==> src/shared/dfa_pkg.sv <==
package dfa_pkg;

  // Register offsets on the local microcontroller port.
  localparam logic [7:0] DFA_AUX0_OFFSET = 8'h48;
  localparam logic [7:0] DFA_AUX1_OFFSET = 8'h4F;
  localparam logic [7:0] DFA_BUF_DATA_OFFSET = 8'h70;
  localparam logic [7:0] DFA_FMT_CTRL_OFFSET = 8'h71;
  localparam logic [7:0] DFA_HOST_ACK_OFFSET = 8'h73;
  localparam logic [7:0] DFA_BRANCH_OFFSET = 8'h78;
  localparam logic [7:0] DFA_FMT_STAT_OFFSET = 8'h79;

  // Field positions of auxiliary control register 0.
  localparam int DFA_A0_AUTOINC = 0;
  localparam int DFA_A0_PWRDN = 1;
  localparam int DFA_A0_ECCERR = 2;
  localparam int DFA_A0_TWOIDX = 3;
  localparam int DFA_A0_CLRDMA = 4;
  localparam int DFA_A0_BRSRC = 5;
  localparam int DFA_A0_TIDXEN = 6;
  localparam int DFA_A0_SPLIT = 7;

  // Field positions of auxiliary control register 1.
  localparam int DFA_A1_BUSYCLR = 3;
  localparam int DFA_A1_FILTDIS = 4;
  localparam int DFA_A1_ECCPRE = 5;
  localparam int DFA_A1_WAIT_LO = 6;

  // Formatter reset bit in register 71H.
  localparam int DFA_FMT_RESET_BIT = 5;
  // Count field bit that arms the two-index detector.
  localparam int DFA_CNT_ARM_BIT = 5;

  // Values after local reset.
  localparam logic [7:0] DFA_AUX0_RESET = 8'h00;
  localparam logic [1:0] DFA_WAIT_RESET = 2'h3;

  // Filter glitch width and derived cycle count at 125 MHz.
  localparam int DFA_CLK_MHZ = 125;
  localparam int DFA_GLITCH_NS = 10;
  localparam int DFA_GLITCH_CYC = (DFA_GLITCH_NS * DFA_CLK_MHZ + 999) / 1000;

  // Microcontroller register access.
  typedef struct packed {
    logic rd;
    logic wr;
    logic [7:0] addr;
    logic [7:0] wdata;
  } dfa_bus_t;

  // Sequencer word fields that the block observes.
  typedef struct packed {
    logic read_gate;
    logic xfer;
    logic [7:0] count;
    logic [7:0] data;
    logic ctrl_bit3;
  } dfa_seq_t;

  // Wait-state machine states, Gray coded.
  typedef enum logic [1:0] {
    DFA_W_IDLE = 2'b00,
    DFA_W_COUNT = 2'b01,
    DFA_W_READY = 2'b11
  } dfa_wstate_t;

endpackage : dfa_pkg

==> src/design/dfa_glitch_filter.sv <==
`timescale 1ns/1ps
module dfa_glitch_filter
  import dfa_pkg::*;
(
  input wire logic clk_i, // System clock.
  input wire logic rst_i, // Synchronous reset, active high.
  input wire logic bypass_i, // Filter disable control.
  input wire logic sig_i, // Raw read/reference clock level.
  output logic sig_o // Filtered level.
);
  import dfa_pkg::*;

  // All state in one struct.
  typedef struct packed {
    logic out;
    logic [3:0] cnt;
  } dfa_flt_st_t;

  dfa_flt_st_t st_reg; // Registered state.
  dfa_flt_st_t st_next; // Next state.

  // A level must persist past the glitch width before it is passed on.
  always_comb begin
    st_next = st_reg;
    if (sig_i == st_reg.out) begin
      st_next.cnt = 4'h0;
    end else if (st_reg.cnt >= 4'(DFA_GLITCH_CYC)) begin
      st_next.out = sig_i;
      st_next.cnt = 4'h0;
    end else begin
      st_next.cnt = st_reg.cnt + 4'h1;
    end
  end

  // Registers the filter state.
  always_ff @(posedge clk_i) begin
    if (rst_i) begin
      st_reg <= '0;
    end else begin
      st_reg <= st_next;
    end
  end

  // Bypass passes the input directly for high data rates.
  assign sig_o = bypass_i ? sig_i : st_reg.out;

endmodule : dfa_glitch_filter

==> src/design/dfa_wait_gen.sv <==
`timescale 1ns/1ps
module dfa_wait_gen
  import dfa_pkg::*;
(
  input wire logic clk_i, // System clock.
  input wire logic rst_i, // Synchronous reset, active high.
  input wire logic access_i, // Level high while an access is in progress.
  input wire logic [1:0] wait_sel_i, // Selected wait states.
  input wire logic buf_tick_i, // Buffer timing clock edge pulse.
  output logic ready_n_o // Local ready, active low.
);
  import dfa_pkg::*;

  // All state in one struct.
  typedef struct packed {
    dfa_wstate_t st;
    logic [1:0] left;
  } dfa_wg_st_t;

  dfa_wg_st_t st_reg; // Registered state.
  dfa_wg_st_t st_next; // Next state.

  // Counts buffer timing ticks; the unsynchronised first tick yields n..n+1.
  always_comb begin
    st_next = st_reg;
    unique case (st_reg.st)
      DFA_W_IDLE: begin
        if (access_i) begin
          st_next.left = wait_sel_i;
          st_next.st = (wait_sel_i == 2'h0) ? DFA_W_READY : DFA_W_COUNT;
        end
      end
      DFA_W_COUNT: begin
        if (!access_i) begin
          st_next.st = DFA_W_IDLE;
        end else if (buf_tick_i) begin
          st_next.left = st_reg.left - 2'h1;
          if (st_reg.left == 2'h1) begin
            st_next.st = DFA_W_READY;
          end
        end
      end
      DFA_W_READY: begin
        if (!access_i) begin
          st_next.st = DFA_W_IDLE;
        end
      end
      default: begin
        st_next.st = DFA_W_IDLE;
      end
    endcase
  end

  // Registers the wait state.
  always_ff @(posedge clk_i) begin
    if (rst_i) begin
      st_reg <= '0;
    end else begin
      st_reg <= st_next;
    end
  end

  // Ready is low once the wait has elapsed.
  assign ready_n_o = !(access_i && (st_reg.st == DFA_W_READY || (st_reg.st == DFA_W_IDLE && wait_sel_i == 2'h0)));

endmodule : dfa_wait_gen

==> src/design/dfa_aux_control.sv <==
`timescale 1ns/1ps
// Contract
// - Auto-increment advances write or read pointer.
// - Power-down gates off unused clocking.
// - Power-down clears on resets and commands.
// - ECC error status sets on error.
// - ECC status clears on reset, start, write.
// - Two-index status sets after two edges.
// - Clear-DMA pulse clears host DMA enable.
// - Branch source selects data field or 78H.
// - Detector arms on matching sequencer word.
// - Detector stays armed until disarm event.
// - Two-index status stops the sequencer.
// - Split enable selects control bit meaning.
// - XT busy clears on completion status read.
// - AT busy clears on final read sector.
// - Filter disable bypasses clock glitch filter.
// - ECC preset zeros when set, ones otherwise.
// - Wait field delays local ready.
// - Local reset forces wait field to 11.
// - Wait period is buffer timing clock.
// - Local reset clears control registers.
// - Sequencer words written only when stopped.
module dfa_aux_control
  import dfa_pkg::*;
(
  input wire logic clk_i, // System clock.
  input wire logic rst_i, // Local reset, synchronous, active high.
  input wire logic host_bus_reset_i, // Host bus reset level.
  input wire logic host_prog_reset_i, // Host programmed reset pulse.
  input wire logic host_cmd_i, // Host issued a command, pulse.
  input dfa_pkg::dfa_bus_t bus_i, // Microcontroller register access.
  output logic [7:0] rdata_o, // Read data of the addressed register.
  output logic local_ready_n_o, // Local ready, active low.
  input wire logic buffer_timing_clock_i, // Buffer timing clock tick pulse.
  input wire logic read_op_select_i, // Pointer select for auto-increment.
  output logic write_address_pointer_inc_o, // Advance write pointer, pulse.
  output logic read_address_pointer_inc_o, // Advance read pointer, pulse.
  output logic clock_run_o, // Enable for gated unused clocking.
  input wire logic ecc_error_i, // ECC error detected, pulse.
  input wire logic ecc_start_i, // New ECC calculation starts, pulse.
  input wire logic id_field_i, // Error lies in ID field (7DH bit 4).
  output logic ecc_preset_ones_o, // ECC generator preset value.
  input wire logic index_edge_i, // Index edge, pulse.
  input wire logic fmt_buf_xfer_i, // Formatter to buffer transfer, pulse.
  input wire logic seq_exec_i, // New sequencer word executing, pulse.
  input wire logic seq_stopped_i, // Sequencer in stopped state.
  input dfa_pkg::dfa_seq_t seq_i, // Current sequencer word fields.
  input wire logic [7:0] branch_reg_i, // Contents of register 78H.
  output logic [4:0] branch_addr_o, // Sequencer branch address.
  output logic force_stop_o, // Internal stopped condition.
  output logic split_field_o, // Split data field indicator.
  output logic invalid_nrz_block_o, // Invalid NRZ suppression control.
  output logic seq_write_ok_o, // Sequencer word writes allowed.
  output logic clear_dma_enable_o, // Clear host DMA enable bit.
  input wire logic xt_mode_i, // XT mode selected.
  input wire logic status_read_i, // Host read completion status, pulse.
  input wire logic last_read_sector_i, // Final sector of a read command.
  input wire logic fifo_full_i, // Host FIFO filled.
  input wire logic dma_req_i, // Host DMA request asserted.
  output logic busy_clear_o, // Clear busy bit in 55H, pulse.
  input wire logic media_read_enable_i, // Read gate level.
  input wire logic rd_ref_clk_i, // Raw read/reference clock.
  output logic rd_ref_clk_o // Filtered read/reference clock.
);
  import dfa_pkg::*;

  // All block state in one struct.
  typedef struct packed {
    logic [7:0] aux0; // Auxiliary control register 0.
    logic [7:0] aux1; // Auxiliary control register 1.
    logic armed; // Two-index detector armed.
    logic [1:0] idx_cnt; // Index edges seen while armed.
    logic pd_lock; // Power-down set blocked after a host command.
    logic wp_inc; // Write pointer advance pulse.
    logic rp_inc; // Read pointer advance pulse.
    logic dma_clr; // DMA enable clear pulse.
    logic busy_clr; // Busy clear pulse.
    logic ecc_id; // Field type of the latched ECC error.
  } dfa_state_t;

  dfa_state_t st_reg; // Registered state.
  dfa_state_t st_next; // Next state.

  // Decodes a write strobe to one register offset.
  function automatic logic wr_hit(input dfa_bus_t b, input logic [7:0] off);
    wr_hit = b.wr && (b.addr == off);
  endfunction : wr_hit

  logic hard_clear; // Host or programmed reset, clears the shared controls.
  logic filt_out; // Filtered clock from the filter.
  logic access; // Register access in progress.

  assign hard_clear = host_bus_reset_i || host_prog_reset_i;
  assign access = bus_i.rd || bus_i.wr;

  // Computes the next state of the registers and detector.
  always_comb begin
    st_next = st_reg;
    st_next.wp_inc = 1'b0;
    st_next.rp_inc = 1'b0;
    st_next.busy_clr = 1'b0;
    // Software writes to register 0; status bits keep their own value.
    if (wr_hit(bus_i, DFA_AUX0_OFFSET)) begin
      st_next.aux0[DFA_A0_AUTOINC] = bus_i.wdata[DFA_A0_AUTOINC];
      st_next.aux0[DFA_A0_CLRDMA] = bus_i.wdata[DFA_A0_CLRDMA];
      st_next.aux0[DFA_A0_BRSRC] = bus_i.wdata[DFA_A0_BRSRC];
      st_next.aux0[DFA_A0_TIDXEN] = bus_i.wdata[DFA_A0_TIDXEN];
      st_next.aux0[DFA_A0_SPLIT] = bus_i.wdata[DFA_A0_SPLIT];
      // Firmware alone sets power-down, and only while not locked out.
      if (!bus_i.wdata[DFA_A0_PWRDN] || !st_reg.pd_lock) begin
        st_next.aux0[DFA_A0_PWRDN] = bus_i.wdata[DFA_A0_PWRDN];
      end
    end
    // Register 1 keeps reserved bits at zero.
    if (wr_hit(bus_i, DFA_AUX1_OFFSET)) begin
      st_next.aux1 = {bus_i.wdata[7:3], 3'b000};
    end
    // Setting then clearing the control emits one clear pulse on the falling write.
    st_next.dma_clr = st_reg.aux0[DFA_A0_CLRDMA] && !st_next.aux0[DFA_A0_CLRDMA];
    // Writing 73H releases the power-down lockout.
    if (wr_hit(bus_i, DFA_HOST_ACK_OFFSET)) begin
      st_next.pd_lock = 1'b0;
    end
    // A host command clears power-down and locks it out.
    if (host_cmd_i) begin
      st_next.aux0[DFA_A0_PWRDN] = 1'b0;
      st_next.pd_lock = 1'b1;
    end
    // Buffer data port accesses advance a pointer when enabled.
    if (access && bus_i.addr == DFA_BUF_DATA_OFFSET && st_reg.aux0[DFA_A0_AUTOINC]) begin
      st_next.wp_inc = read_op_select_i;
      st_next.rp_inc = !read_op_select_i;
    end
    // ECC status clears on formatter reset, new calculation or a 79H write.
    if ((wr_hit(bus_i, DFA_FMT_CTRL_OFFSET) && bus_i.wdata[DFA_FMT_RESET_BIT])
        || ecc_start_i || wr_hit(bus_i, DFA_FMT_STAT_OFFSET)) begin
      st_next.aux0[DFA_A0_ECCERR] = 1'b0;
    end
    // A detected error wins over a simultaneous clear.
    if (ecc_error_i) begin
      st_next.aux0[DFA_A0_ECCERR] = 1'b1;
      st_next.ecc_id = id_field_i;
    end
    // Arming word observed while detection is enabled.
    if (st_next.aux0[DFA_A0_TIDXEN] && seq_exec_i && !seq_i.read_gate && !seq_i.xfer
        && seq_i.count[DFA_CNT_ARM_BIT]) begin
      st_next.armed = 1'b1;
      st_next.idx_cnt = 2'h0;
      st_next.aux0[DFA_A0_TWOIDX] = 1'b0;
    end else if (st_reg.armed) begin
      if (fmt_buf_xfer_i) begin
        st_next.armed = 1'b0;
        st_next.idx_cnt = 2'h0;
      end else if (index_edge_i) begin
        if (st_reg.idx_cnt == 2'h1) begin
          st_next.aux0[DFA_A0_TWOIDX] = 1'b1;
          st_next.armed = 1'b0;
          st_next.idx_cnt = 2'h0;
        end else begin
          st_next.idx_cnt = st_reg.idx_cnt + 2'h1;
        end
      end
    end
    // Disabling detection disarms it and clears its status.
    if (!st_next.aux0[DFA_A0_TIDXEN]) begin
      st_next.armed = 1'b0;
      st_next.idx_cnt = 2'h0;
      st_next.aux0[DFA_A0_TWOIDX] = 1'b0;
    end
    // Busy is cleared by the host status read or final read sector.
    if (st_reg.aux1[DFA_A1_BUSYCLR]) begin
      if (xt_mode_i) begin
        st_next.busy_clr = status_read_i;
      end else begin
        st_next.busy_clr = last_read_sector_i && fifo_full_i && dma_req_i;
      end
    end
    // Host resets clear power-down and the clear-DMA control.
    if (hard_clear) begin
      st_next.aux0[DFA_A0_PWRDN] = 1'b0;
      st_next.aux0[DFA_A0_CLRDMA] = 1'b0;
      st_next.dma_clr = 1'b0;
      st_next.pd_lock = 1'b0;
    end
  end

  // Registers state; local reset clears all and sets maximum wait states.
  always_ff @(posedge clk_i) begin
    if (rst_i) begin
      st_reg <= '0;
      st_reg.aux0 <= DFA_AUX0_RESET;
      st_reg.aux1 <= {DFA_WAIT_RESET, 6'h00};
    end else begin
      st_reg <= st_next;
    end
  end

  // Read data mux; unmapped addresses read zero.
  always_comb begin
    unique case (bus_i.addr)
      DFA_AUX0_OFFSET: rdata_o = st_reg.aux0;
      DFA_AUX1_OFFSET: rdata_o = st_reg.aux1;
      default: rdata_o = 8'h00;
    endcase
  end

  // Branch address source selection.
  assign branch_addr_o = st_reg.aux0[DFA_A0_BRSRC] ? seq_i.data[4:0] : branch_reg_i[4:0];

  // Control bit 3 meaning depends on the split enable.
  assign split_field_o = st_reg.aux0[DFA_A0_SPLIT] && seq_i.ctrl_bit3;
  assign invalid_nrz_block_o = !st_reg.aux0[DFA_A0_SPLIT] && seq_i.ctrl_bit3
                               && media_read_enable_i;

  // The two-index status holds the sequencer stopped.
  assign force_stop_o = st_reg.aux0[DFA_A0_TWOIDX];

  // Sequencer word writes are only permitted while stopped.
  assign seq_write_ok_o = seq_stopped_i || st_reg.aux0[DFA_A0_TWOIDX];

  // Unused clocking runs unless power-down is set.
  assign clock_run_o = !st_reg.aux0[DFA_A0_PWRDN];

  // ECC generator preset polarity.
  assign ecc_preset_ones_o = !st_reg.aux1[DFA_A1_ECCPRE];

  assign write_address_pointer_inc_o = st_reg.wp_inc;
  assign read_address_pointer_inc_o = st_reg.rp_inc;
  assign clear_dma_enable_o = st_reg.dma_clr;
  assign busy_clear_o = st_reg.busy_clr;
  assign rd_ref_clk_o = filt_out;

  // Glitch filter on the read/reference clock input.
  dfa_glitch_filter u_filter (
    .clk_i(clk_i),
    .rst_i(rst_i),
    .bypass_i(st_reg.aux1[DFA_A1_FILTDIS]),
    .sig_i(rd_ref_clk_i),
    .sig_o(filt_out)
  );

  // Local ready wait-state generator.
  dfa_wait_gen u_wait (
    .clk_i(clk_i),
    .rst_i(rst_i),
    .access_i(access),
    .wait_sel_i(st_reg.aux1[DFA_A1_WAIT_LO +: 2]),
    .buf_tick_i(buffer_timing_clock_i),
    .ready_n_o(local_ready_n_o)
  );

endmodule : dfa_aux_control

==> config.mk <==
export PLATFORM = sky130hd
export DESIGN_NAME = dfa_aux_control
export DESIGN_NICKNAME = d
export VERILOG_FILES = /design/src/shared/dfa_pkg.sv /design/src/design/dfa_glitch_filter.sv /design/src/design/dfa_wait_gen.sv /design/src/design/dfa_aux_control.sv
export SDC_FILE = /design/constraint.sdc
export NUM_CORES = 1
export LEC_CHECK = 0
export ABC_AREA = 1
export BUFFER_PORTS_ARGS = -buffer_cell sky130_fd_sc_hd__buf_4
export CAP_MARGIN = 25
export CORE_MARGIN = 2
export CORE_UTILIZATION = 35
export DETAILED_ROUTE_END_ITERATION = 7
export PLACE_DENSITY = 0.63
export SLEW_MARGIN = 20
export SYNTH_ARGS = -nofsm -noshare
export SYNTH_HDL_FRONTEND = slang
export SYNTH_SLANG_ARGS = --single-unit
==> constraint.sdc <==
create_clock -name clk_i -period 1.55 [get_ports clk_i]
set_input_delay 0.0775 -clock clk_i [delete_from_list [all_inputs] [get_ports clk_i]]
set_output_delay 0.0775 -clock clk_i [all_outputs]
set_load 0.005 [all_outputs]
# [After elaboration in Yosys (flattened, before gate mapping)]
# Cells that the tools add are included.
[totals] ff_bits=30 inputBits=66 out_inout_bits=25 word_cells=124
[classes] add_sub_neg=3 n_lt_le_gt_ge=1 n_eq_ne=17 n_mux=24 bitwise_logic=5 n_reduce_logical=56
[op_table] cell="== test 8 x 7 -> 1 bit (second input constant)" n=6
[op_table] cell="logical AND 1 bit" n=20
[op_table] cell="one-hot mux 8 bit (2 select lines)" n=1
[op_table] cell="two-way mux 3 bit" n=5
[op_table] cell="two-way mux 2 bit" n=6
[op_table] cell="AND reduction 4 bit" n=3
[op_table] cell="zero test 1 bit" n=10
[op_table] cell="OR reduction 3 bit" n=3
[op_table] cell="two-way mux 4 bit" n=2
[op_table] cell="inequality test 2 bit (second input constant)" n=4
[op_table] cell="nonzero test 2 bit" n=4
[op_table] cell="OR reduction 2 bit" n=4
[op_table] cell="logical OR 1 bit" n=7
[op_table] cell="two-way mux 1 bit" n=7
[op_table] cell="== test 2 x 1 -> 1 bit (second input constant)" n=3
[op_table] cell="one-hot mux 2 bit (3 select lines)" n=1
[op_table] cell="AND reduction 2 bit" n=3
[op_table] cell="two-way mux 5 bit" n=1
[op_table] cell="NOT 1 bit" n=5
[op_table] cell="adder 4 x 1 -> 4 bit (second input constant)" n=1
[op_table] cell=">= comparator 4 x 2 -> 1 bit (second input constant)" n=1
[op_table] cell="zero test 2 bit" n=2
[op_table] cell="one-hot mux 2 bit (2 select lines)" n=1
[op_table] cell="inequality test 3 x 2 -> 1 bit (second input constant)" n=1
[op_table] cell="5 further kinds" n=5

# [Depth between registers and ports, before layout]
# Gate-level depths: netlist (run 1).
[depth] ltp_word=8 depth_mapped=9 ltp_nobuf=8

# [Cells and area by module]
# A second synthesis (run 1) with hierarchy kept.
[hier_totals] hier_cells=245 hier_area_um2=1627.8
[modules_own_cells] module="dfa_aux_control" instances=1 cells_each=168 area_each_um2=1112.3 seq_area_each_um2=420.4
[modules_own_cells] module="dfa_wait_gen" instances=1 cells_each=45 area_each_um2=260.2 seq_area_each_um2=80.1
[modules_own_cells] module="dfa_glitch_filter" instances=1 cells_each=32 area_each_um2=255.2 seq_area_each_um2=100.1

# [Worst setup path before layout (run 1)]
# No wires, ideal clock.
[synth_path] kind="flip-flop to flip-flop" start="register u_filter.st_reg[0] (netlist bit)" end="register u_filter.st_reg[0] (netlist bit)" arrival_ps=945 required_time_ps=1485 slack_ps=539 path_stages_with_launch=8 n_path_buf=0 synth_period_minus_slack_ps=1011 path_cell_list="dfxtp_1 > inv_1 > ha_1 > nor2_1 > nand2_1 > inv_1 > o211ai_1 > nor2_1"
[synth_via] elab_chain_len=2
[synth_lines] element="from (decl)" line="dfa_glitch_filter.sv:19" source="dfa_flt_st_t st_reg;"
[synth_lines] element="from (signal assigned)" line="dfa_glitch_filter.sv:40" source="st_reg <= st_next;"
[synth_lines] element=">= comparator 4 x 2 -> 1 bit" line="dfa_glitch_filter.sv:27" source="end else if (st_reg.cnt >= 4'(DFA_GLITCH_CYC)) begin"
[synth_lines] element="OR reduction 3 bit (no line)"
# Parallel ways exist; a longest one is shown, timed or not.
# A chain may end at the register's enable or synchronous reset.

# [Worst setup path after layout (run 1)]
[layout_path] start="register u_wait.st_reg[2] (netlist bit)" end="output port local_ready_n_o"
[layout_via] elab_chain_len=5
[layout_lines] element="from (decl)" line="dfa_wait_gen.sv:20" source="dfa_wg_st_t st_reg;"
[layout_lines] element="from (signal assigned)" line="dfa_wait_gen.sv:59" source="st_reg <= st_next;"
[layout_lines] element="zero test 2 bit" line="dfa_wait_gen.sv:64" source="assign ready_n_o = !(access_i && (st_reg.st == DFA_W_READY || (st_reg.st == DFA_W_IDLE && wait_sel_i == 2'h0)) ..."
[layout_lines] element="logical AND 1 bit" line="dfa_wait_gen.sv:64"
[layout_lines] element="logical OR 1 bit *" line="dfa_wait_gen.sv:64"
[layout_lines] element="logical AND 1 bit *" line="dfa_wait_gen.sv:64"
[layout_lines] element="zero test 1 bit *" line="dfa_wait_gen.sv:64"
[layout_lines] element="to (decl)" line="dfa_aux_control.sv:34" source="output logic local_ready_n_o,"
# Every way passes the cells marked *; elsewhere a longest branch is shown, timed or not.

==> results of run 1 <==
## stage by stage
| step | setup slack (ns) | instances | instance area [um^2] | utilization |
|---|---|---|---|---|
| final | 0.279 | 354 | 2270 | 0.529 |
| after global routing | 0.165 | 354 | 2270 | 0.529 |
| after CTS | 0.267 | 354 | 2270 | 0.529 |
| after detailed placement | 0.269 | 344 | 2160 | 0.503 |
| after global placement | 0.270 | 344 | 2160 | 0.503 |
| after floorplan | 0.539 | 219 | 1540 | - |
## power breakdown
group          internal, mW  switching (mW)
Sequential            0.788         0.00935
Combinational         0.137           0.110
Clock                 0.358           0.290
Total                  1.28           0.409
## kinds of logic after synthesis
group,Yosys count,synth area share
flops,30,0.389
xor+xnor,1,0.00567
compound gates,37,0.130
other cells,1,0.00243
fa+ha+maj,3,0.0243
simple gates,113,0.360
buf+inv,34,0.0891
## cell usage after synthesis
master    number
buf_6          1
dfxtp_1       30
or3_1          1
nand4_1        5
nand3_2        3
a21oi_1       12
ha_1           3
a31oi_1        1
nor3_2         1
o21ai_0       17
o21a_1         1
nor2_1        32
or2_1          1
nand3b_1       1
xnor2_1        1
or2_2          1
a211oi_1       1
nor2_8         1
nand2_2        4
and3_1         1
conb_1         1
o211ai_1       2
inv_2          2
nor2_4         2
nand2_4        1
buf_2          2
nand3_1       12
inv_1         29
o22ai_1        3
nor3_4         1
nor3_1         3
nand2_1       43
## critical path, stage by stage, from the launching register on
cell	delay (ns)
dfxtp_1	0.38
inv_1	0.09
nor2_1	0.14
nand2_1	0.08
o21a_1	0.10
buf_4	0.13
## per-layer routing
metal | up-vias | track usage | share of wire
li1 | 873 | - | -
met1 | 680 | 0.213 | 0.46
met2 | 44 | 0.268 | 0.46
met3 | 7 | 0.0462 | 0.068
met4 | 0 | 0.0513 | 0.014
met5 | - | 0 | 0
## final cells by class
| class | count | area, um^2 | share of cell area |
|---|---|---|---|
| Timing Repair Buffer | 78 | 591 | 0.260 |
| Inverter | 31 | 116 | 0.0513 |
| Multi-Input combinational cell | 155 | 806 | 0.355 |
| Tap cell | 52 | 65.1 | 0.0287 |
| Clock buffer | 7 | 86.3 | 0.0380 |
| Clock inverter | 1 | 5.00 | 0.00221 |
| Sequential cell | 30 | 601 | 0.265 |
## timing repair
action / CTS / global route
resized for setup: 0 / 0
hold buffers: 2 / 0
endpoints found under the hold margin: 2 / 0
## worst min-delay path by stage
stage,end,slack [ns],cells past startpoint
after detailed placement,read_address_pointer_inc_o,0.26,2
after global routing,st_reg[23],0.02,2
after global placement,read_address_pointer_inc_o,0.25,2
after floorplan,st_reg[23],0.15,1
final,st_reg[23],0.02,2
after CTS,st_reg[23],0.01,2
==> run metrics, run 1 <==
largest net degree at the start of global routing=12; Starting Density=0.360; WP data arrival=1.19 ns; nets@finish=370; GRT Util Overall=0.166; Worst setup EP type=output port; Clk pin slew, worst setup/hold paths=0.06 ns; H-tree depth=2; final wirelength=3910 um; most frequent cells in the layout=buf_4, nand2_1, nor2_1, dfxtp_1, inv_1; drt drc=0; clk_lat worst skew=0.28 ns; Die X=70.4 um; post-synthesis instance area=0.00154 mm^2; Root Buffer=clkbuf_8; Final Power=1.69 mW; RSZ-0062 raised after global routing=false; Pins Over Slew Limit=0; final hold vios=0; Die ar.=0.00496 mm^2; minimum clock period=1.27 ns; f_max=0.787 GHz; Clock Tree Buf Depth=2; top cell type's share of synthesized area=0.389; worst min-delay path class=in2reg; Final period util=0.820; Antenna Cells=0; flops & latches, synth=30; WS Path Type=reg2out; sinks on the clock net=30; Synth Warn #=0; dpl hpwl=3100 um; IO buf count=75; core area=0.00429 mm^2; TritonCTS clock tree=built; first-pass GRT wire length=6510 um; Cells after Synth=219; clock buffers created by TritonCTS=5; DRT iter0 DRCs=54; via count=1604; initial antenna violation count=0; Area contributors post-synth=dfxtp_1, nand2_1, nor2_1; R2R cell count=7; Area Growth Syn to Fin=47.0%; Post-CTS Repair Setup Buffers=0; cell taking the most area after synthesis=dfxtp_1; startpoint types=register; Die H=70.4 um; synth unique cells=32; Final GP Congestion=0.807; synthesized net count=288; LEAKAGE=1.10 nW; worst r2r dst=u_filter.st_reg[2]; Crit Path Max Fanout=4; Worst setup startpoint=u_wait.st_reg[2]; Critical Path RT=1.47 ns; # IOs=91; FF-to-FF setup slack=0.42 ns; First-pass DRT Iterations=4; vias in the first global route=1468; source of the worst register-to-register timing path=u_filter.st_reg[0]; hold_ws=0.0184 ns; max reg flops=16; outcome=finished clean; Post-DRT Antenna Nets=0; Max Cap Viol=0; setup TNS=0 ns; FP Rows=24; Worst Skew=0.00138 ns; maximum VDD drop=0.584 mV; DR vias/cell=4.53; commonest non-fill, non-tap cell in the layout=buf_4; GR Overflow Total=0; worst setup path end=local_ready_n_o; Seq/Total Area, Yosys=0.389; Hold Startpoint=rst_i; pwr dens=745 mW/mm^2; Layout fillers=441; fraction of layout cells with a size suffix above 1=0.328; synthesized area per cell=7.05 um^2; wire per inst=11.0 um; final setup fails=0
No activity file was read; power rests on OpenSTA's default activity.
==> inputs of run 2 (changes only) <==
- clock period: 1.55 -> 1.3 ns (I/O delays scaled with it)
==> run 2 against run 1 <==
Sequential power is 19% higher. Global-route usage grew 0.070 points. First-iteration DRC count rose by 9.3%. Register-to-register slack got worse by 0.23 ns. Power up 20%. Hold slack got worse by 0.013 ns. Die area is the same. Non-clock buffer count grew 3. Clock skew grew 0.0018 ns. Cell count rose by 0.85%. Routed wire length increased by 2.6%. Sequential cell count is the same.
==> run metrics, run 2 (synthesized netlist as in run 1, its figures left out) <==
f_max=0.793 GHz; CP max-delay cell=dfxtp_2; Post-CTS Repair Setup Buffers=0; Antenna Cells=0; Die X=70.4 um; nets@finish=373; # IOs=91; FP Rows=24; WP data arrival=1.20 ns; WS Path Type=reg2out; Critical Path RT=1.24 ns; vias in the first global route=1481; IO buf count=75; Pins Over Slew Limit=0; GRT Util Overall=0.166; most frequent cells in the layout=buf_4, nand2_1, nor2_1, inv_1, dfxtp_1; final wirelength=4010 um; hold depth=2; dpl hpwl=3100 um; Post-DRT Antenna Nets=0; dpl ws=0.0906 ns; CP delay by family, top=flip-flops; Area Growth Syn to Fin=49.3%; Crit Path Max Fanout=4; drt drc=0; Starting Density=0.360; DR vias/cell=4.50; core area=0.00429 mm^2; Root Buffer=clkbuf_8; TritonCTS clock tree=built; Worst Skew=0.00318 ns; Die ar.=0.00496 mm^2; via count=1606; sinks on the clock net=30; CP peak stage delay=0.34 ns; Final period util=0.970; GR Overflow Total=0; largest net degree at the start of global routing=10; Stages on worst setup path=4; Clock Tree Buf Depth=2; initial antenna violation count=0; worst min-delay path class=in2reg; sequence of cells on the critical path=nor2_2 -> nand3_2 -> o21a_1 -> buf_4; wire per inst=11.2 um; Final Power=2.03 mW; Clk pin slew, worst setup/hold paths=0.06 ns; maximum VDD drop=0.581 mV; worst path bufs/invs=1; first-pass GRT wire length=6600 um; Worst setup EP type=output port; Final GP Congestion=0.839; clock buffers created by TritonCTS=5; clk_lat worst skew=0.28 ns; pwr dens=880 mW/mm^2; commonest non-fill, non-tap cell in the layout=buf_4; DRT iter0 DRCs=59; fraction of layout cells with a size suffix above 1=0.351; H-tree depth=2; Die H=70.4 um; First-pass DRT Iterations=4; startpoint types=register; LEAKAGE=1.12 nW; hold_ws=0.00568 ns; minimum clock period=1.26 ns; final hold vios=0; worst setup margin=0.0384 ns; R2R cell count=7; Max Cap Viol=0; outcome=finished clean; final setup fails=0; max reg flops=16
## run 2: worst reg2reg max path, stage by stage (launching register included)
cell,delay [ns]
dfxtp_1,0.35
inv_1,0.05
ha_1,0.18
nor2_1,0.10
nand2_1,0.07
inv_1,0.07
o211ai_1,0.13
nor2_1,0.11
## run 2: per-layer routing
metal / GRT usage / routed length, um / share of wire
met1: 0.217 / 1850 / 0.46
met2: 0.266 / 1870 / 0.47
met3: 0.0462 / 247 / 0.062
met4: 0.0513 / 41 / 0.010
met5: 0 / 0 / 0
## run 2: per-stage QoR
step / TNS, ns / instance area, um^2 / std cells / util
floorplan: 0 / 1540 / 219 / -
global placement: 0 / 2180 / 347 / 0.508
detailed placement: 0 / 2180 / 347 / 0.508
CTS: 0 / 2290 / 357 / 0.534
global route: -0.0237 / 2300 / 357 / 0.537
finish: 0 / 2300 / 357 / 0.537
## run 2: report_power, final
part	total [mW]	internal [mW]	switching (mW)
registers	0.952	0.939	0.0125
clock network	0.777	0.426	0.350
logic	0.300	0.167	0.133
total	2.03	1.53	0.496
## run 2: worst paths after layout
path / start / endpoint / slack [ns]
max reg2reg: u_filter.st_reg[0] / u_filter.st_reg[0] / 0.19
max: u_wait.st_reg[2] / local_ready_n_o / 0.04
min: rst_i / st_reg[23] / 0.006
min reg2reg: st_reg[7] / st_reg[7] / 0.44
## run 2: final cells by class
class / count / area [um^2]
Clock buffer: 7 / 86.3
Clock inverter: 1 / 5.00
Fill cell: 445 / 1990
Inverter: 31 / 116
Multi-Input combinational cell: 155 / 816
Sequential cell: 30 / 603
Tap cell: 52 / 65.1
Timing Repair Buffer: 81 / 613
## run 2: what timing repair did
item                                   in CTS  in global routing
gates resized for setup                     0                  5
hold buffers                                2                  0
endpoints found under the hold margin       2                  0
setup endpoints to repair                   0                  2
